==> config.mk <==
export PLATFORM = sky130hd
export DESIGN_NAME = stom_top
export DESIGN_NICKNAME = d
export VERILOG_FILES = /design/src/rtl/stom_pkg.sv /design/src/rtl/stom_top.sv
export SDC_FILE = /design/constraint.sdc
export NUM_CORES = 1
export LEC_CHECK = 0
export BUFFER_PORTS_ARGS = -buffer_cell sky130_fd_sc_hd__buf_2
export CAP_MARGIN = 5
export CORE_MARGIN = 2
export CORE_UTILIZATION = 58
export DETAILED_ROUTE_END_ITERATION = 7
export PLACE_DENSITY = 0.82
export SYNTH_ARGS = -nofsm -noshare
export SYNTH_HDL_FRONTEND = slang
export SYNTH_SLANG_ARGS = --single-unit
export TNS_END_PERCENT = 20
==> constraint.sdc <==
create_clock -name clk_i -period 4.09 [get_ports clk_i]
set_input_delay 0.818 -clock clk_i [delete_from_list [all_inputs] [get_ports clk_i]]
set_output_delay 0.818 -clock clk_i [all_outputs]
set_load 0.1 [all_outputs]
==> src/rtl/stom_pkg.sv <==
package stom_pkg;
   // Clock and timing figures
   localparam longint CLK_PERIOD_NS = 5;
   localparam longint TOL_TIME_NS = 1000000000;    // 1 s single-channel tolerance
   localparam longint LATCH_TIME_NS = 3000000000;  // 3 s discrepancy latch
   // Longest time rounds down
   localparam int unsigned TOL_CYC = int'(TOL_TIME_NS / CLK_PERIOD_NS);
   // Least time rounds up
   localparam int unsigned LATCH_CYC = int'((LATCH_TIME_NS + CLK_PERIOD_NS - 1) / CLK_PERIOD_NS);
   localparam int CNT_W = 30;

   // Register byte offsets
   localparam logic [7:0] OFF_CTRL = 8'h00;
   localparam logic [7:0] OFF_STATUS = 8'h04;
   localparam logic [7:0] OFF_IRQ_STAT = 8'h08;
   localparam logic [7:0] OFF_IRQ_MASK = 8'h0C;
   localparam logic [7:0] OFF_SPEED = 8'h10;

   // Status field positions
   localparam int ST_TRIP_BIT = 0;
   localparam int ST_LATCH_BIT = 1;
   localparam int ST_FB_BIT = 2;
   localparam int ST_TORQUE_BIT = 3;
   localparam int ST_CHA_BIT = 4;
   localparam int ST_CHB_BIT = 5;
   localparam int ST_STATE_LSB = 8;

   // Interrupt field positions
   localparam int IRQ_TRIP_BIT = 0;
   localparam int IRQ_LATCH_BIT = 1;
   localparam int IRQ_FB_BIT = 2;
   localparam int IRQ_W = 3;

   // Reset values and ramp
   localparam logic [15:0] SETPOINT_RST = 16'h0000;
   localparam logic [IRQ_W-1:0] IRQ_MASK_RST = 3'h0;
   localparam logic [15:0] RAMP_STEP = 16'h0001;

   // Drive states, Gray along idle-run-ramp-trip
   typedef enum logic [1:0] {
      ST_IDLE = 2'h0,
      ST_RUN = 2'h1,
      ST_RAMP = 2'h3,
      ST_TRIP = 2'h2
   } stom_state_e;
endpackage

==> src/rtl/stom_top.sv <==
`timescale 1ns/10ps
module stom_top #(
   parameter int unsigned TOL_CYC = stom_pkg::TOL_CYC,
   parameter int unsigned LATCH_CYC = stom_pkg::LATCH_CYC
) (
   input wire logic clk_i,                       // 200 MHz clock
   input wire logic rst_i,                       // Power-up reset, sync, high
   input wire logic wb_cyc_i,                    // Wishbone cycle
   input wire logic wb_stb_i,                    // Wishbone strobe
   input wire logic wb_we_i,                     // Wishbone write enable
   input wire logic [7:0] wb_adr_i,              // Byte address
   input wire logic [3:0] wb_sel_i,              // Byte lanes
   input wire logic [31:0] wb_dat_i,             // Write data
   output logic [31:0] wb_dat_o,                 // Read data
   output logic wb_ack_o,                        // Acknowledge
   input wire logic channel_a_demand_input_i,    // Channel A demand, high energised
   input wire logic channel_b_demand_input_i,    // Channel B demand, high energised
   input wire logic run_cmd_i,                   // Run command level
   input wire logic stop_cmd_i,                  // Stop command level
   output logic torque_enable_o,                 // Power stage torque enable
   output logic ramp_down_o,                     // Controlled decel active
   output logic [15:0] speed_ref_o,              // Speed reference to stage
   output logic trip_o,                          // Torque-off trip indication
   output logic fault_latch_o,                   // Discrepancy fault latch
   output logic torque_off_feedback_a_o,         // Feedback contact A
   output logic torque_off_feedback_b_o,         // Feedback contact B
   output logic irq_o                            // Level interrupt
);

   logic [3:0] sync1_q;
   logic [3:0] sync2_q;
   logic [3:0] prev_q;
   logic cha_s;
   logic chb_s;
   logic both_ok;
   logic run_rise;
   logic stop_rise;
   logic [stom_pkg::CNT_W-1:0] mis_cnt_q;
   logic late_q;
   logic latch_q;
   logic fb_q;
   stom_pkg::stom_state_e state_q;
   stom_pkg::stom_state_e state_d;
   logic [15:0] speed_q;
   logic [15:0] setpoint_q;
   logic [stom_pkg::IRQ_W-1:0] irq_stat_q;
   logic [stom_pkg::IRQ_W-1:0] irq_mask_q;
   logic [stom_pkg::IRQ_W-1:0] irq_ev;
   logic ack_q;
   logic [31:0] rdat_q;
   logic wr_stb;
   logic [31:0] status_w;

   // input sync
   // Two stages on every pin; logic reads stage two and, for edges, its delayed copy
   // Channel stages reset energised so power-up shows no false trip;
   // a channel truly low at release still trips three edges later
   always_ff @(posedge clk_i) begin
      if (rst_i) begin
         sync1_q <= 4'h3;
         sync2_q <= 4'h3;
         prev_q <= 4'h0;
      end else begin
         sync1_q <= {stop_cmd_i, run_cmd_i, channel_b_demand_input_i,
                     channel_a_demand_input_i};
         sync2_q <= sync1_q;
         prev_q <= sync2_q;
      end
   end

   assign cha_s = sync2_q[0];
   assign chb_s = sync2_q[1];
   assign both_ok = cha_s & chb_s;
   // Edges so a held run command starts the drive only once
   assign run_rise = sync2_q[2] & ~prev_q[2];
   assign stop_rise = sync2_q[3] & ~prev_q[3];

   // discrepancy timer
   // Counts while the channels disagree, saturates past the latch point
   always_ff @(posedge clk_i) begin
      if (rst_i) begin
         mis_cnt_q <= '0;
      end else if (cha_s == chb_s) begin
         mis_cnt_q <= '0;
      end else if (mis_cnt_q <= stom_pkg::CNT_W'(LATCH_CYC)) begin
         mis_cnt_q <= mis_cnt_q + 1'b1;
      end
   end

   // Mismatch beyond tolerance marks a later dual removal unhealthy
   always_ff @(posedge clk_i) begin
      if (rst_i) begin
         late_q <= 1'b0;
      end else if (both_ok) begin
         late_q <= 1'b0;
      end else if (mis_cnt_q >= stom_pkg::CNT_W'(TOL_CYC)) begin
         late_q <= 1'b1;
      end
   end

   // only reset clears it, so a power cycle is needed
   always_ff @(posedge clk_i) begin
      if (rst_i) begin
         latch_q <= 1'b0;
      end else if (mis_cnt_q == stom_pkg::CNT_W'(LATCH_CYC)) begin
         latch_q <= 1'b1;
      end
   end

   // drops as soon as either channel returns
   always_ff @(posedge clk_i) begin
      if (rst_i) begin
         fb_q <= 1'b0;
      end else begin
         fb_q <= ~cha_s & ~chb_s & ~latch_q & ~late_q;
      end
   end

   // Drive sequencing
   always_comb begin
      state_d = state_q;
      unique case (state_q)
         stom_pkg::ST_IDLE: begin
            if (!both_ok) begin
               state_d = stom_pkg::ST_TRIP;
            end else if (run_rise) begin
               state_d = stom_pkg::ST_RUN;
            end
         end
         stom_pkg::ST_RUN: begin
            if (!both_ok) begin
               state_d = stom_pkg::ST_TRIP;
            end else if (stop_rise) begin
               state_d = stom_pkg::ST_RAMP;
            end
         end
         stom_pkg::ST_RAMP: begin
            if (!both_ok) begin
               state_d = stom_pkg::ST_TRIP;
            end else if (run_rise) begin
               state_d = stom_pkg::ST_RUN;
            end else if (speed_q == 16'h0000) begin
               state_d = stom_pkg::ST_IDLE;
            end
         end
         stom_pkg::ST_TRIP: begin
            if (both_ok && !latch_q && run_rise) begin
               state_d = stom_pkg::ST_RUN;
            end
         end
      endcase
   end

   always_ff @(posedge clk_i) begin
      if (rst_i) begin
         state_q <= stom_pkg::ST_IDLE;
      end else begin
         state_q <= state_d;
      end
   end

   // Speed ramp; torque loss means coast, reference forced to zero
   always_ff @(posedge clk_i) begin
      if (rst_i) begin
         speed_q <= 16'h0000;
      end else if (state_d == stom_pkg::ST_TRIP || state_d == stom_pkg::ST_IDLE) begin
         speed_q <= 16'h0000;
      end else if (state_d == stom_pkg::ST_RAMP || speed_q > setpoint_q) begin
         speed_q <= (speed_q > stom_pkg::RAMP_STEP) ? speed_q - stom_pkg::RAMP_STEP : 16'h0000;
      end else if (speed_q < setpoint_q) begin
         speed_q <= (setpoint_q - speed_q > stom_pkg::RAMP_STEP) ?
                    speed_q + stom_pkg::RAMP_STEP : setpoint_q;
      end
   end

   // trip flag follows state, cleared only by a restart or by reset
   assign trip_o = (state_q == stom_pkg::ST_TRIP);
   assign torque_enable_o = (state_q == stom_pkg::ST_RUN) || (state_q == stom_pkg::ST_RAMP);
   assign ramp_down_o = (state_q == stom_pkg::ST_RAMP);
   assign speed_ref_o = speed_q;
   assign fault_latch_o = latch_q;
   assign torque_off_feedback_a_o = fb_q;
   assign torque_off_feedback_b_o = fb_q;

   // Events feeding the sticky status
   assign irq_ev[stom_pkg::IRQ_TRIP_BIT] = (state_d == stom_pkg::ST_TRIP) &&
                                           (state_q != stom_pkg::ST_TRIP);
   assign irq_ev[stom_pkg::IRQ_LATCH_BIT] = (mis_cnt_q == stom_pkg::CNT_W'(LATCH_CYC)) &&
                                            !latch_q;
   assign irq_ev[stom_pkg::IRQ_FB_BIT] = ~cha_s & ~chb_s & ~latch_q & ~late_q & ~fb_q;

   // Bus write strobe at the edge the master samples ack
   assign wr_stb = wb_cyc_i & wb_stb_i & wb_we_i & ack_q;

   // Sticky status, write one to clear; a new event wins over the clear
   always_ff @(posedge clk_i) begin
      if (rst_i) begin
         irq_stat_q <= '0;
      end else if (wr_stb && wb_adr_i[7:2] == stom_pkg::OFF_IRQ_STAT[7:2] && wb_sel_i[0]) begin
         irq_stat_q <= (irq_stat_q & ~wb_dat_i[stom_pkg::IRQ_W-1:0]) | irq_ev;
      end else begin
         irq_stat_q <= irq_stat_q | irq_ev;
      end
   end

   // Control and mask registers
   always_ff @(posedge clk_i) begin
      if (rst_i) begin
         setpoint_q <= stom_pkg::SETPOINT_RST;
         irq_mask_q <= stom_pkg::IRQ_MASK_RST;
      end else if (wr_stb) begin
         if (wb_adr_i[7:2] == stom_pkg::OFF_CTRL[7:2]) begin
            if (wb_sel_i[0]) begin
               setpoint_q[7:0] <= wb_dat_i[7:0];
            end
            if (wb_sel_i[1]) begin
               setpoint_q[15:8] <= wb_dat_i[15:8];
            end
         end
         if (wb_adr_i[7:2] == stom_pkg::OFF_IRQ_MASK[7:2] && wb_sel_i[0]) begin
            irq_mask_q <= wb_dat_i[stom_pkg::IRQ_W-1:0];
         end
      end
   end

   assign irq_o = |(irq_stat_q & irq_mask_q);

   // Status word
   always_comb begin
      status_w = 32'h0000_0000;
      status_w[stom_pkg::ST_TRIP_BIT] = trip_o;
      status_w[stom_pkg::ST_LATCH_BIT] = latch_q;
      status_w[stom_pkg::ST_FB_BIT] = fb_q;
      status_w[stom_pkg::ST_TORQUE_BIT] = torque_enable_o;
      status_w[stom_pkg::ST_CHA_BIT] = cha_s;
      status_w[stom_pkg::ST_CHB_BIT] = chb_s;
      status_w[stom_pkg::ST_STATE_LSB +: 2] = state_q;
   end

   // One wait state: ack and data registered, unmapped reads zero
   always_ff @(posedge clk_i) begin
      if (rst_i) begin
         ack_q <= 1'b0;
         rdat_q <= 32'h0000_0000;
      end else begin
         ack_q <= wb_cyc_i & wb_stb_i & ~ack_q;
         if (wb_cyc_i && wb_stb_i && !ack_q) begin
            unique case (wb_adr_i[7:2])
               stom_pkg::OFF_CTRL[7:2]: rdat_q <= {16'h0000, setpoint_q};
               stom_pkg::OFF_STATUS[7:2]: rdat_q <= status_w;
               stom_pkg::OFF_IRQ_STAT[7:2]: rdat_q <= {29'h0, irq_stat_q};
               stom_pkg::OFF_IRQ_MASK[7:2]: rdat_q <= {29'h0, irq_mask_q};
               stom_pkg::OFF_SPEED[7:2]: rdat_q <= {16'h0000, speed_q};
               default: rdat_q <= 32'h0000_0000;
            endcase
         end
      end
   end

   assign wb_ack_o = ack_q;
   assign wb_dat_o = rdat_q;
endmodule

* Word-level counts from Yosys, hierarchy flattened
Cells that the tools add are included.
** Word-level totals
- Logic and storage cells :: 102
- Register bits after elaboration :: 118
- Output and inout port bits :: 56
- Input bits :: 53
** Cells by class
- $add $sub $neg :: 4
- Reductions and logical operators :: 26
- Bitwise logic cells :: 24
- Mux-type cells :: 15
- $lt $le $gt $ge :: 6
- Equal/unequal tests :: 12
** Operators with widths (count)
- 16-bit one-hot mux with 5 select lines :: 1
- 16-bit 2-to-1 mux :: 4
- 16-bit by 1-bit > comparator with 1-bit output, second input constant :: 2
- 30-bit by 1-bit adder with 30-bit output, second input constant :: 1
- 30-bit equality test, second input constant :: 1
- 30-bit by 28-bit >= comparator with 1-bit output, second input constant :: 1
- 30-bit <= comparator, second input constant :: 1
- 16-bit by 1-bit adder with 16-bit output, second input constant :: 1
- 16-bit > comparator :: 1
- 16-bit logical NOT :: 1
- 16-bit < comparator :: 1
- 2-bit 2-to-1 mux :: 8
- 16-bit by 1-bit subtractor with 16-bit output, second input constant :: 1
- 16-bit subtractor :: 1
- 6-bit by 2-bit equality test with 1-bit output, second input constant :: 2
- 1-bit AND :: 11
- 1-bit logical AND :: 9
- 2-bit equality test, second input constant :: 4
- 1-bit inverter :: 8
- 2-bit one-hot mux with 4 select lines :: 1
- 3-bit AND :: 2
- 6-bit by 1-bit equality test with 1-bit output, second input constant :: 1
- 6-bit by 3-bit equality test with 1-bit output, second input constant :: 1
- 6-bit logical NOT :: 1
- other kinds (14) :: 22

* Logic depth before layout (Yosys ltp)
Gate-level depths: netlist (run 1).
- Word-level depth :: 9
- Mapped depth :: 14
- Gate-level depth less buffers :: 11

* Worst setup path after synthesis (run 1)
OpenSTA, ideal clock, no wires.
- Kind :: flip-flop to flip-flop
- Start point :: reg speed_q[6] (netlist: speed_ref_o[6])
- End point :: reg speed_q[15] (netlist: speed_ref_o[15])
- Buffers on the path :: 1
- Arrival time :: 3.922 ns
- Cell stages (with the launch flop) :: 12
- Clock period less this slack :: 4.014 ns
- Setup slack :: 0.076 ns
- Library setup time :: 0.092 ns
- Required time :: 3.998 ns
- Cell sequence :: dfxtp_1 clkbuf_1 inv_1 ha_1 a21oi_1 o21ai_1 a41o_1 a311o_1 a2111o_1 nor4_4 mux2_2 o32ai_1
** On the way
- Cells in the longest elaborated chain, start to end :: 8
- Elaborated cells on any way between the ends :: 23
- Those cells by class :: add/sub (3); order compare (4); eq/ne (2); mux (8); reduce/logical (6)
** RTL lines
- from (decl) :: RTL line stom_top.sv:44 : logic [15:0] speed_q;
- from (signal assigned) :: RTL line stom_top.sv:169 : speed_q <= (speed_q > stom_pkg::RAMP_STEP) ? speed_q - stom_pkg::RAMP_STEP : 16'h0000;
- from (signal assigned) :: RTL line stom_top.sv:171 : speed_q <= (setpoint_q - speed_q > stom_pkg::RAMP_STEP) ?
- branches (longest 8 deep; another with 16-bit subtractor)
Parallel ways; which one is timed is not known. The select of a mux whose other input is x is not followed.
A chain may end at the register's enable or synchronous reset.

* Worst setup path in the final report (run 1)
- Start point :: reg speed_q[4] (netlist: speed_ref_o[4])
- End point :: reg speed_q[14] (netlist: speed_ref_o[14])
The elaborated chain is that of the path after synthesis.

==> results of run 1 <==
## cell usage in the layout, fill, tap and decap left out, types with 23 or more instances in the layout
cell / instances
ha_1: 23
nand2_1: 42
o21ai_0: 24
nor2_1: 116
dfxtp_1: 100
inv_1: 42
mux2i_1: 32
buf_2: 72
xor2_1: 27
buf_4: 24
a21oi_1: 45
nand3_1: 25
## cell usage after synthesis, types with 18 or more instances
master | number | area share (%)
a21oi_1 | 45 | 3.4
buf_4 | 18 | 2.0
clkbuf_1 | 41 | 2.3
dfxtp_1 | 100 | 30
ha_1 | 23 | 4.3
inv_1 | 42 | 2.4
mux2i_1 | 32 | 4.8
nand2_1 | 42 | 2.4
nand3_1 | 25 | 1.9
nor2_1 | 116 | 6.6
nor3_1 | 20 | 1.5
o21ai_0 | 24 | 1.8
xor2_1 | 27 | 3.6
## kinds of logic (layout without fill, tap and decap cells)
group / after synthesis / after routing / share of synthesized area (%)
multiplexers: 38 / 38 / 5.84
other: 1 / 16 / 0.0565
adder cells (fa/ha/maj): 24 / 24 / 4.63
buffers and inverters: 114 / 155 / 7.78
flip-flops: 100 / 100 / 30.1
XOR/XNOR: 44 / 44 / 5.80
AND/OR/NAND/NOR: 312 / 312 / 23.6
AO/OA/AOI/OAI: 206 / 206 / 22.1
## routing by layer
layer  vias up  global-route usage, %  share of wire (%)
met4         0                   12.3                2.9
met3        43                   4.54                6.9
met5         -                      0                  0
li1       3106                      -                  -
met1      3065                   38.5                 43
met2       280                   45.6                 47
## flip-flops by register name, summed over array words and instances (netlist names)
| signal | cells |
|---|---|
| mis_cnt_q | 30 |
| setpoint_q | 16 |
| speed_ref_o | 16 |
| wb_dat_o | 16 |
| sync1_q | 4 |
| sync2_q | 4 |
| irq_mask_q | 3 |
| irq_stat_q | 3 |
| prev_q | 2 |
| state_q | 2 |
| fault_latch_o | 1 |
| late_q | 1 |
| torque_off_feedback_a_o | 1 |
| wb_ack_o | 1 |
## through the flow
stage | area, um2 | power [W] | setup slack [ns]
after CTS | 7410 | 0.00218 | 0.419
after floorplan | 6700 | 0.00119 | 0.0761
after global placement | 7070 | 0.00122 | 0.449
after detailed placement | 7070 | 0.00122 | 0.451
final | 7410 | 0.00217 | 0.353
after global routing | 7410 | 0.00222 | 0.216
## power breakdown
group / total [W] / switching (W) / leakage, nW / internal [W]
clock network: 0.000969 / 0.000404 / 0.167 / 0.000565
logic: 0.000212 / 0.000163 / 2.35 / 0.0000487
registers: 0.000991 / 0.00000794 / 0.808 / 0.000983
## critical path: stages (launching register included)
cell and delay [ns]:
dfxtp_1 0.52, inv_1 0.18, ha_1 0.53, nand2_1 0.16
a211oi_2 0.27, o211ai_2 0.16, a31o_1 0.28, a2111o_1 0.47
nor4_4 0.38, buf_4 0.23, mux2_2 0.33, a21oi_1 0.15
## worst paths after layout
check,end,slack [ns],cells past startpoint
setup / recovery,speed_ref_o[14],0.35,11
hold / removal,sync2_q[0],0.41,1
setup reg to reg,speed_ref_o[14],0.35,11
hold reg to reg,sync2_q[0],0.41,1
## final cells by class
class                           count  area, um2  area share [%]
Timing Repair Buffer               96        541            7.29
Clock buffer                       10        239            3.22
Tap cell                          143        179            2.41
Clock inverter                      6        103            1.38
Multi-Input combinational cell    640       4190            56.5
Inverter                           43        161            2.18
Sequential cell                   100       2000            27.0
==> reports/qor.csv, run 1 <==
metric,value,unit
die width,111,um
Clock Pin Slew Worst Setup and Hold Paths,0.08,ns
Slew HR,31.6,%
fraction of registers with async set/reset,0,%
"Seq/Total Area, Yosys",30.1,%
initial antenna violation count,0,
clock sink total,100,
antenna fix cells,0,
initial detailed-routing violation count,496,
Placer Congestion,0.940,
Hold Path Class,register to register,
# resized after CTS,0,
# rows,39,
DRC Markers,0,
Final Critical Period,3.74,ns
# fillers,950,
CTS tree,yes,
Vias,6494,
CTS hold repair buffers,0,
Vias/cell,6.26,
H-tree depth,3,
synthesis-to-layout area growth,11.6,%
synth unique cells,78,
die area,12300,um2
CP max FO,9,
total grt overflow,0,
FMAX,268,MHz
CP Launch Point,speed_ref_o[4],
final period utilization,91.4,%
Ys Warns,0,
first drt pass iteration count,5,
Crit. End Element,register,
mapped cell area,6640,um2
setup bufs post-CTS,0,
#FFs+latches synth,100,
type of origin of the critical path,register,
Core Area,11300,um2
Post-synth EDFFs,0,
# nets final,967,
GRT Overall Usage,28.6,%
die span in y,111,um
crit path kind,register to register,
I/O Pins,109,
DPL Wire Length,12.9,mm
Synth Flop Type,dfxtp_1,
setup TNS,0,ns
dpl cells,1022,
mean routed wirelength per cell,17.1,um
Final Skew,0.0110,ns
MaxCap Viol Count,0,
Port Buf Inserts,72,
layout cell share with drive strength beyond 1,16.4,%
P_leak,3.32,nW
RSZ-0062 raised after global routing,false,
status,"complete, no violations",
largest net degree at the start of global routing,53,
reg2reg start,speed_ref_o[4],
peak supply drop,0.335,mV
Critical Path AT,4.03,ns
number of global-route vias before repair,5977,
Mapped Cells,839,
final design utilization,65.8,%
max-slew violations,0,
later-pin clock latency in the skew report,0.36,ns
Final Instance Count excl. Fillers,1038,
syn_area_per_cell,7.92,um2
worst hold start,sync1_q[0],
first-pass GRT wire length,29.2,mm
final setup vio count,0,
CTS max path bufs,2,
CP required,4.38,ns
Initial Util,58.9,%
CTS root buf,clkbuf_16,
hold slack,0.411,ns
final hold vios,0,
pwr/cell area,293,nW/um2
worst slew pin tran,1.02,ns
"antenna viol nets, final",0,
CTS buffer count,9,
drt total wl,17.7,mm
No activity file was read; power rests on OpenSTA's default activity.
==> inputs of run 2 (changes only) <==
==> constraint.sdc (replaced) <==
create_clock -name clk_i -period 3.5 [get_ports clk_i]
set_input_delay 0.7 -clock clk_i [delete_from_list [all_inputs] [get_ports clk_i]]
set_output_delay 0.7 -clock clk_i [all_outputs]
set_load 0.1 [all_outputs]
==> reports/qor.csv, run 2 (synthesis gave the netlist of run 1 again) <==
metric,value,unit,change
die width,111,um,unchanged
Clk pwr share,41.1,%,-3.5 points
MaxCap Viol Count,0,,unchanged
Reg2Reg Depth,11,,unchanged
Vias,6541,,+0.72%
P_leak,3.39,nW,+1.9%
RSZ-0062 raised after global routing,true,,
Switch Pwr,0.000675,W,+17%
switch share,28.3,%,+1.8 points
clock sink total,100,,unchanged
CTS buffer count,9,,unchanged
pre-CTS WS,0.0895,ns,-0.361 ns
Initial Util,58.9,%,unchanged
Vias/cell,6.21,,-0.81%
# fillers,935,,-1.6%
largest net degree at the start of global routing,53,,unchanged
Placer Congestion,0.967,,+2.9%
max-slew violations,0,,unchanged
# nets final,983,,+1.7%
synthesis-to-layout area growth,13.4,%,
Comb power frac,10.7,%,+1.0 points
first-pass GRT wire length,30.1,mm,+3.1%
CP max FO,6,,-3
number of global-route vias before repair,6108,,+2.2%
CTS max path bufs,2,,unchanged
hold path depth,1,,unchanged
CTS hold repair buffers,0,,unchanged
Largest Register,mis_cnt_q,,
min setup slack post-route,0.0785,ns,-0.275 ns
Slew HR,33.7,%,+2.1 points
Largest register FFs,30,,unchanged
Final Skew,0.0117,ns,+0.000693 ns
first drt pass iteration count,5,,unchanged
CTS tree,yes,,
Hold Path Class,register to register,,
status,"complete, no violations",,
Final Critical Period,3.42,ns,-0.315 ns
Port Buf Inserts,72,,unchanged
hold slack,0.413,ns,+0.00272 ns
Core Area,11300,um2,unchanged
I/O Pins,109,,unchanged
final period utilization,97.8,%,+6.4 points
final hold vios,0,,unchanged
final setup vio count,0,,unchanged
total grt overflow,0,,unchanged
die area,12300,um2,unchanged
placed instance area,7230,um2,+2.2%
crit path kind,register to register,,
Crit. End Element,register,,
H-tree depth,3,,unchanged
FMAX,292,MHz,+9.2%
DRC Markers,0,,unchanged
die span in y,111,um,unchanged
pwr/cell area,317,nW/um2,+8.1%
Clock Pin Slew Worst Setup and Hold Paths,0.07,ns,about the same
mean routed wirelength per cell,17.6,um,+3.1%
later-pin clock latency in the skew report,0.36,ns,about the same
DPL Wire Length,13.7,mm,+6.6%
worst slew pin tran,0.992,ns,-0.0315 ns
drt total wl,18.6,mm,+4.7%
setup TNS,0,ns,unchanged
CP required,3.76,ns,-0.62 ns
type of origin of the critical path,register,,
"antenna viol nets, final",0,,unchanged
GRT Overall Usage,29.9,%,+1.3 points
cell-internal power,0.00171,W,+7.2%
peak supply drop,0.434,mV,+30%
register share of total power,48.2,%,+2.6 points
initial antenna violation count,0,,unchanged
design area,7530,um2,+1.6%
initial detailed-routing violation count,690,,+39%
"most common cell after layout, fill and taps aside",nor2_1,,
Critical Path AT,3.68,ns,-0.35 ns
# rows,39,,unchanged
CTS root buf,clkbuf_16,,
"commonest cells after routing, fill and taps aside","116 x nor2_1, 84 x dfxtp_1, 72 x buf_2",,
antenna fix cells,0,,unchanged
layout cell share with drive strength beyond 1,20.1,%,+3.7 points
==> run 2: power groups by stage <==
stage               sequential [W]  clock, W  combinational, W
floorplan                  0.00119         0          0.000186
global placement           0.00118         0          0.000245
detailed placement         0.00118         0          0.000248
CTS                        0.00115  0.000983          0.000248
global route               0.00115   0.00103          0.000267
finish                     0.00115  0.000982          0.000255
==> run 2: worst paths after layout <==
| path | start | endpoint | slack [ns] |
|---|---|---|---|
| min | sync1_q[1] | sync2_q[1] | 0.41 |
| max | setpoint_q[0] | speed_ref_o[15] | 0.08 |
| max reg2reg | setpoint_q[0] | speed_ref_o[15] | 0.08 |
| min reg2reg | sync1_q[1] | sync2_q[1] | 0.41 |
==> run 2: critical path: stages (launching register included) <==
cell and delay, ns:
dfxtp_1 0.34, inv_1 0.06, ha_1 0.20, fa_1 0.37, and2b_2 0.31, o2bb2ai_1 0.09
nor4_1 0.37, o2111ai_1 0.18, a2111o_1 0.48, nor4_4 0.30, mux2_2 0.38, o32ai_1 0.24
==> run 2: final cells by class <==
type | count | area, um2 | share of cell area, %
clock buffers | 10 | 239 | 3.17
clock inverters | 6 | 43.8 | 0.581
inverters | 43 | 161 | 2.14
multi-input cells | 640 | 4200 | 55.8
flip-flops and latches | 100 | 2040 | 27.1
well taps | 143 | 179 | 2.38
repair buffers | 112 | 664 | 8.82
==> run 2: routing by layer <==
layer | wire [um] | up-vias | global-route usage (%)
met1 | 8060 | 3094 | 40.3
met4 | 467 | 0 | 11.1
li1 | - | 3136 | -
met5 | 0 | - | 0
met2 | 8630 | 271 | 48.1
met3 | 1410 | 40 | 5.41
==> run 2: timing repair <==
action | CTS | global route
hold endpoints to repair | 0 | 0
buffers inserted | 0 | 1
gates resized for setup | 0 | 5
endpoints found under the setup margin | 0 | 13
==> run 2: stage by stage <==
| step | cells | power [W] | utilization [%] |
|---|---|---|---|
| after floorplan | 854 | 0.00138 | - |
| after global placement | 1037 | 0.00142 | 64.1 |
| after detailed placement | 1037 | 0.00142 | 64.1 |
| after CTS | 1053 | 0.00238 | 66.6 |
| after global routing | 1054 | 0.00245 | 66.8 |
| final | 1054 | 0.00239 | 66.8 |
==> inputs of run 3 (changes only) <==
--- a/config.mk
+++ b/config.mk
@@ -7,10 +7,12 @@
 export LEC_CHECK = 0
 export BUFFER_PORTS_ARGS = -buffer_cell sky130_fd_sc_hd__buf_2
 export CAP_MARGIN = 5
-export CORE_MARGIN = 2
-export CORE_UTILIZATION = 58
+export CELL_PAD_IN_SITES_DETAIL_PLACEMENT = 2
+export CELL_PAD_IN_SITES_GLOBAL_PLACEMENT = 2
+export CORE_MARGIN = 1.5
+export CORE_UTILIZATION = 33
 export DETAILED_ROUTE_END_ITERATION = 7
-export PLACE_DENSITY = 0.82
+export PLACE_DENSITY_LB_ADDON = 0.1
 export SYNTH_ARGS = -nofsm -noshare
 export SYNTH_HDL_FRONTEND = slang
 export SYNTH_SLANG_ARGS = --single-unit
==> reports/qor.csv, run 3 (synthesis gave the netlist of run 1 again) <==
metric,value,unit,change
H-tree depth,3,,unchanged
Switch Pwr,0.000759,W,+12%
CP Launch Point,setpoint_q[0],,
CTS tree,yes,,
min setup slack post-route,0.0968,ns,+0.0184 ns
final setup vio count,0,,unchanged
Initial Util,33.9,%,-25 points
die area,21000,um2,+70%
Worst Setup EP,speed_ref_o[15],,
register share of total power,46.4,%,-1.8 points
final period utilization,97.2,%,-0.52 points
worst slew pin tran,0.708,ns,-0.284 ns
first drt pass iteration count,5,,unchanged
dpl cells,1165,,+12%
critical-path cell list,inv_1 > ha_1 > fa_2 > and2b_4 > o211a_1 > nor3_1 > a311o_1 > a2111o_1 > nor4_4 > buf_6 > mux2_2 > o32ai_1,,
Port Buf Inserts,72,,unchanged
first-pass GRT wire length,38.5,mm,+28%
synthesis-to-layout area growth,18.1,%,
CP required,3.77,ns,about the same
number of global-route vias before repair,7069,,+16%
"commonest cells after routing, fill and taps aside","115 x nor2_1, 84 x dfxtp_1, 72 x buf_2",,
"antenna viol nets, final",0,,unchanged
CTS max path bufs,2,,unchanged
RR Endpoint,speed_ref_o[15],,
Crit. End Element,register,,
pwr/cell area,316,nW/um2,about the same
flop2flop setup slack,0.1,ns,+0.02 ns
Critical Path AT,3.67,ns,about the same
later-pin clock latency in the skew report,0.37,ns,about the same
Largest Register,mis_cnt_q,,
switch share,30.6,%,+2.3 points
Comb power frac,11.0,%,+0.3 points
Placer Congestion,0.877,,-9.3%
Reg2Reg Depth,12,,+1
design area,7850,um2,+4.2%
Vias,6699,,+2.4%
initial detailed-routing violation count,204,,-70%
Vias/cell,5.65,,-9.0%
type of origin of the critical path,register,,
reg2reg start,setpoint_q[0],,
Final Critical Period,3.40,ns,-0.0184 ns
die width,145,um,+31%
cell-internal power,0.00172,W,+0.76%
max-slew violations,0,,unchanged
placed instance area,7440,um2,+2.9%
clock sink total,100,,unchanged
GRT Overall Usage,23.8,%,-6.1 points
# fillers,2294,,+150%
Final Skew,0.0110,ns,-0.000738 ns
crit-path leading delay family,compound AO/OA/AOI/OAI gates,,
FMAX,294,MHz,+0.54%
Clock Pin Slew Worst Setup and Hold Paths,0.08,ns,about the same
multi-input logic area,4240,um2,+0.83%
Hold Path Class,register to register,,
drt total wl,24.8,mm,+33%
# nets final,993,,+1.0%
total grt overflow,0,,unchanged
"most common cell after layout, fill and taps aside",nor2_1,,
register area,2040,um2,unchanged
P_leak,3.46,nW,+2.2%
CTS root buf,clkbuf_16,,
I/O Pins,109,,unchanged
peak supply drop,0.246,mV,-43%
layout cell share with drive strength beyond 1,21.9,%,+1.8 points
Bufs and invs on worst path,2,,+1
die span in y,145,um,+31%
antenna fix cells,0,,unchanged
slowest CP cell,a2111o_1,,
DRC Markers,0,,unchanged
status,"complete, no violations",,
hold slack,0.422,ns,+0.00887 ns
mean routed wirelength per cell,20.9,um,+19%
Clk pwr share,42.6,%,+1.5 points
pre-CTS WS,0.0635,ns,-0.0259 ns
largest net degree at the start of global routing,53,,unchanged
Largest register FFs,30,,unchanged
final hold vios,0,,unchanged
Final Instance Count excl. Fillers,1186,,+13%
# rows,51,,+31%
crit path kind,register to register,,
DPL Wire Length,19.0,mm,+39%
initial antenna violation count,0,,unchanged
CP max FO,6,,unchanged
CTS buffer count,9,,unchanged
Crit path largest cell delay,0.46,ns,-0.02 ns
Slew HR,52.4,%,+19 points
Core Area,19600,um2,+74%
Critical Path Stages,12,,+1
MaxCap Viol Count,0,,unchanged
run 3: cell types whose count changed in the layout (fill, tap and decap cells not counted), moves of 2 or more:
| cell | previous run | this run |
|---|---|---|
| ha_1 | 22 | 19 |
| nor4_2 | 2 | 4 |
| buf_4 | 39 | 47 |
| clkinv_2 | 2 | 0 |
| nor4_1 | 12 | 10 |
| ha_2 | 1 | 4 |
run 3: worst register-to-register path, cell delays in order (launching register included):
cell      delay, ns
dfxtp_1        0.35
inv_1          0.05
ha_1           0.19
fa_2           0.35
and2b_4        0.31
o211a_1        0.19
nor3_1         0.09
a311o_1        0.34
a2111o_1       0.46
nor4_4         0.24
buf_6          0.17
mux2_2         0.33
o32ai_1        0.23
run 3: metal layers:
layer,vias up,share of wire [%],global-route usage [%]
li1,3155,-,-
met1,3396,44,29.4
met2,105,51,42.4
met3,43,2.5,2.99
met4,0,2.5,8.40
met5,-,0,0
run 3: through the flow:
step	utilization (%)	total power, W	setup TNS (ns)
after floorplan	-	0.00138	0
after global placement	38.0	0.00143	0
after detailed placement	38.0	0.00144	0
after CTS	39.5	0.00250	0
after global routing	40.1	0.00256	-0.0242
final	40.1	0.00248	0
run 3: worst min-delay path by stage:
| stage | from | slack, ns | end | cells past startpoint |
|---|---|---|---|---|
| finish | sync1_q[0] | 0.42 | sync2_q[0] | 1 |
| global route | sync1_q[0] | 0.44 | sync2_q[0] | 1 |
| CTS | sync1_q[0] | 0.43 | sync2_q[0] | 1 |
| detailed placement | sync1_q[0] | 0.41 | sync2_q[0] | 1 |
| global placement | sync1_q[1] | 0.39 | sync2_q[1] | 1 |
| floorplan | sync1_q[0] | 0.39 | sync2_q[0] | 1 |
run 3: area by class of cell:
cell class              count  share of cell area (%)
clock inverters             7                   0.989
flip-flops and latches    100                    26.1
inverters                  43                    2.06
clock buffers               9                    2.87
repair buffers            122                    9.81
well taps                 265                    4.23
multi-input cells         640                    54.0
run 3: power by group through the flow:
stage | sequential (W) | combinational, W | clock (W)
2_1_floorplan | 0.00119 | 0.000186 | 0
3_3_place_gp | 0.00118 | 0.000253 | 0
3_5_place_dp | 0.00118 | 0.000259 | 0
4_1_cts | 0.00115 | 0.000260 | 0.00109
5_1_grt | 0.00115 | 0.000289 | 0.00112
6_report | 0.00115 | 0.000273 | 0.00106
run 3: timing repair:
item / in CTS / in global routing
setup buffers: 0 / 4
endpoints found under the setup margin: 0 / 16
resized for setup: 0 / 16
hold buffers: 0 / 0
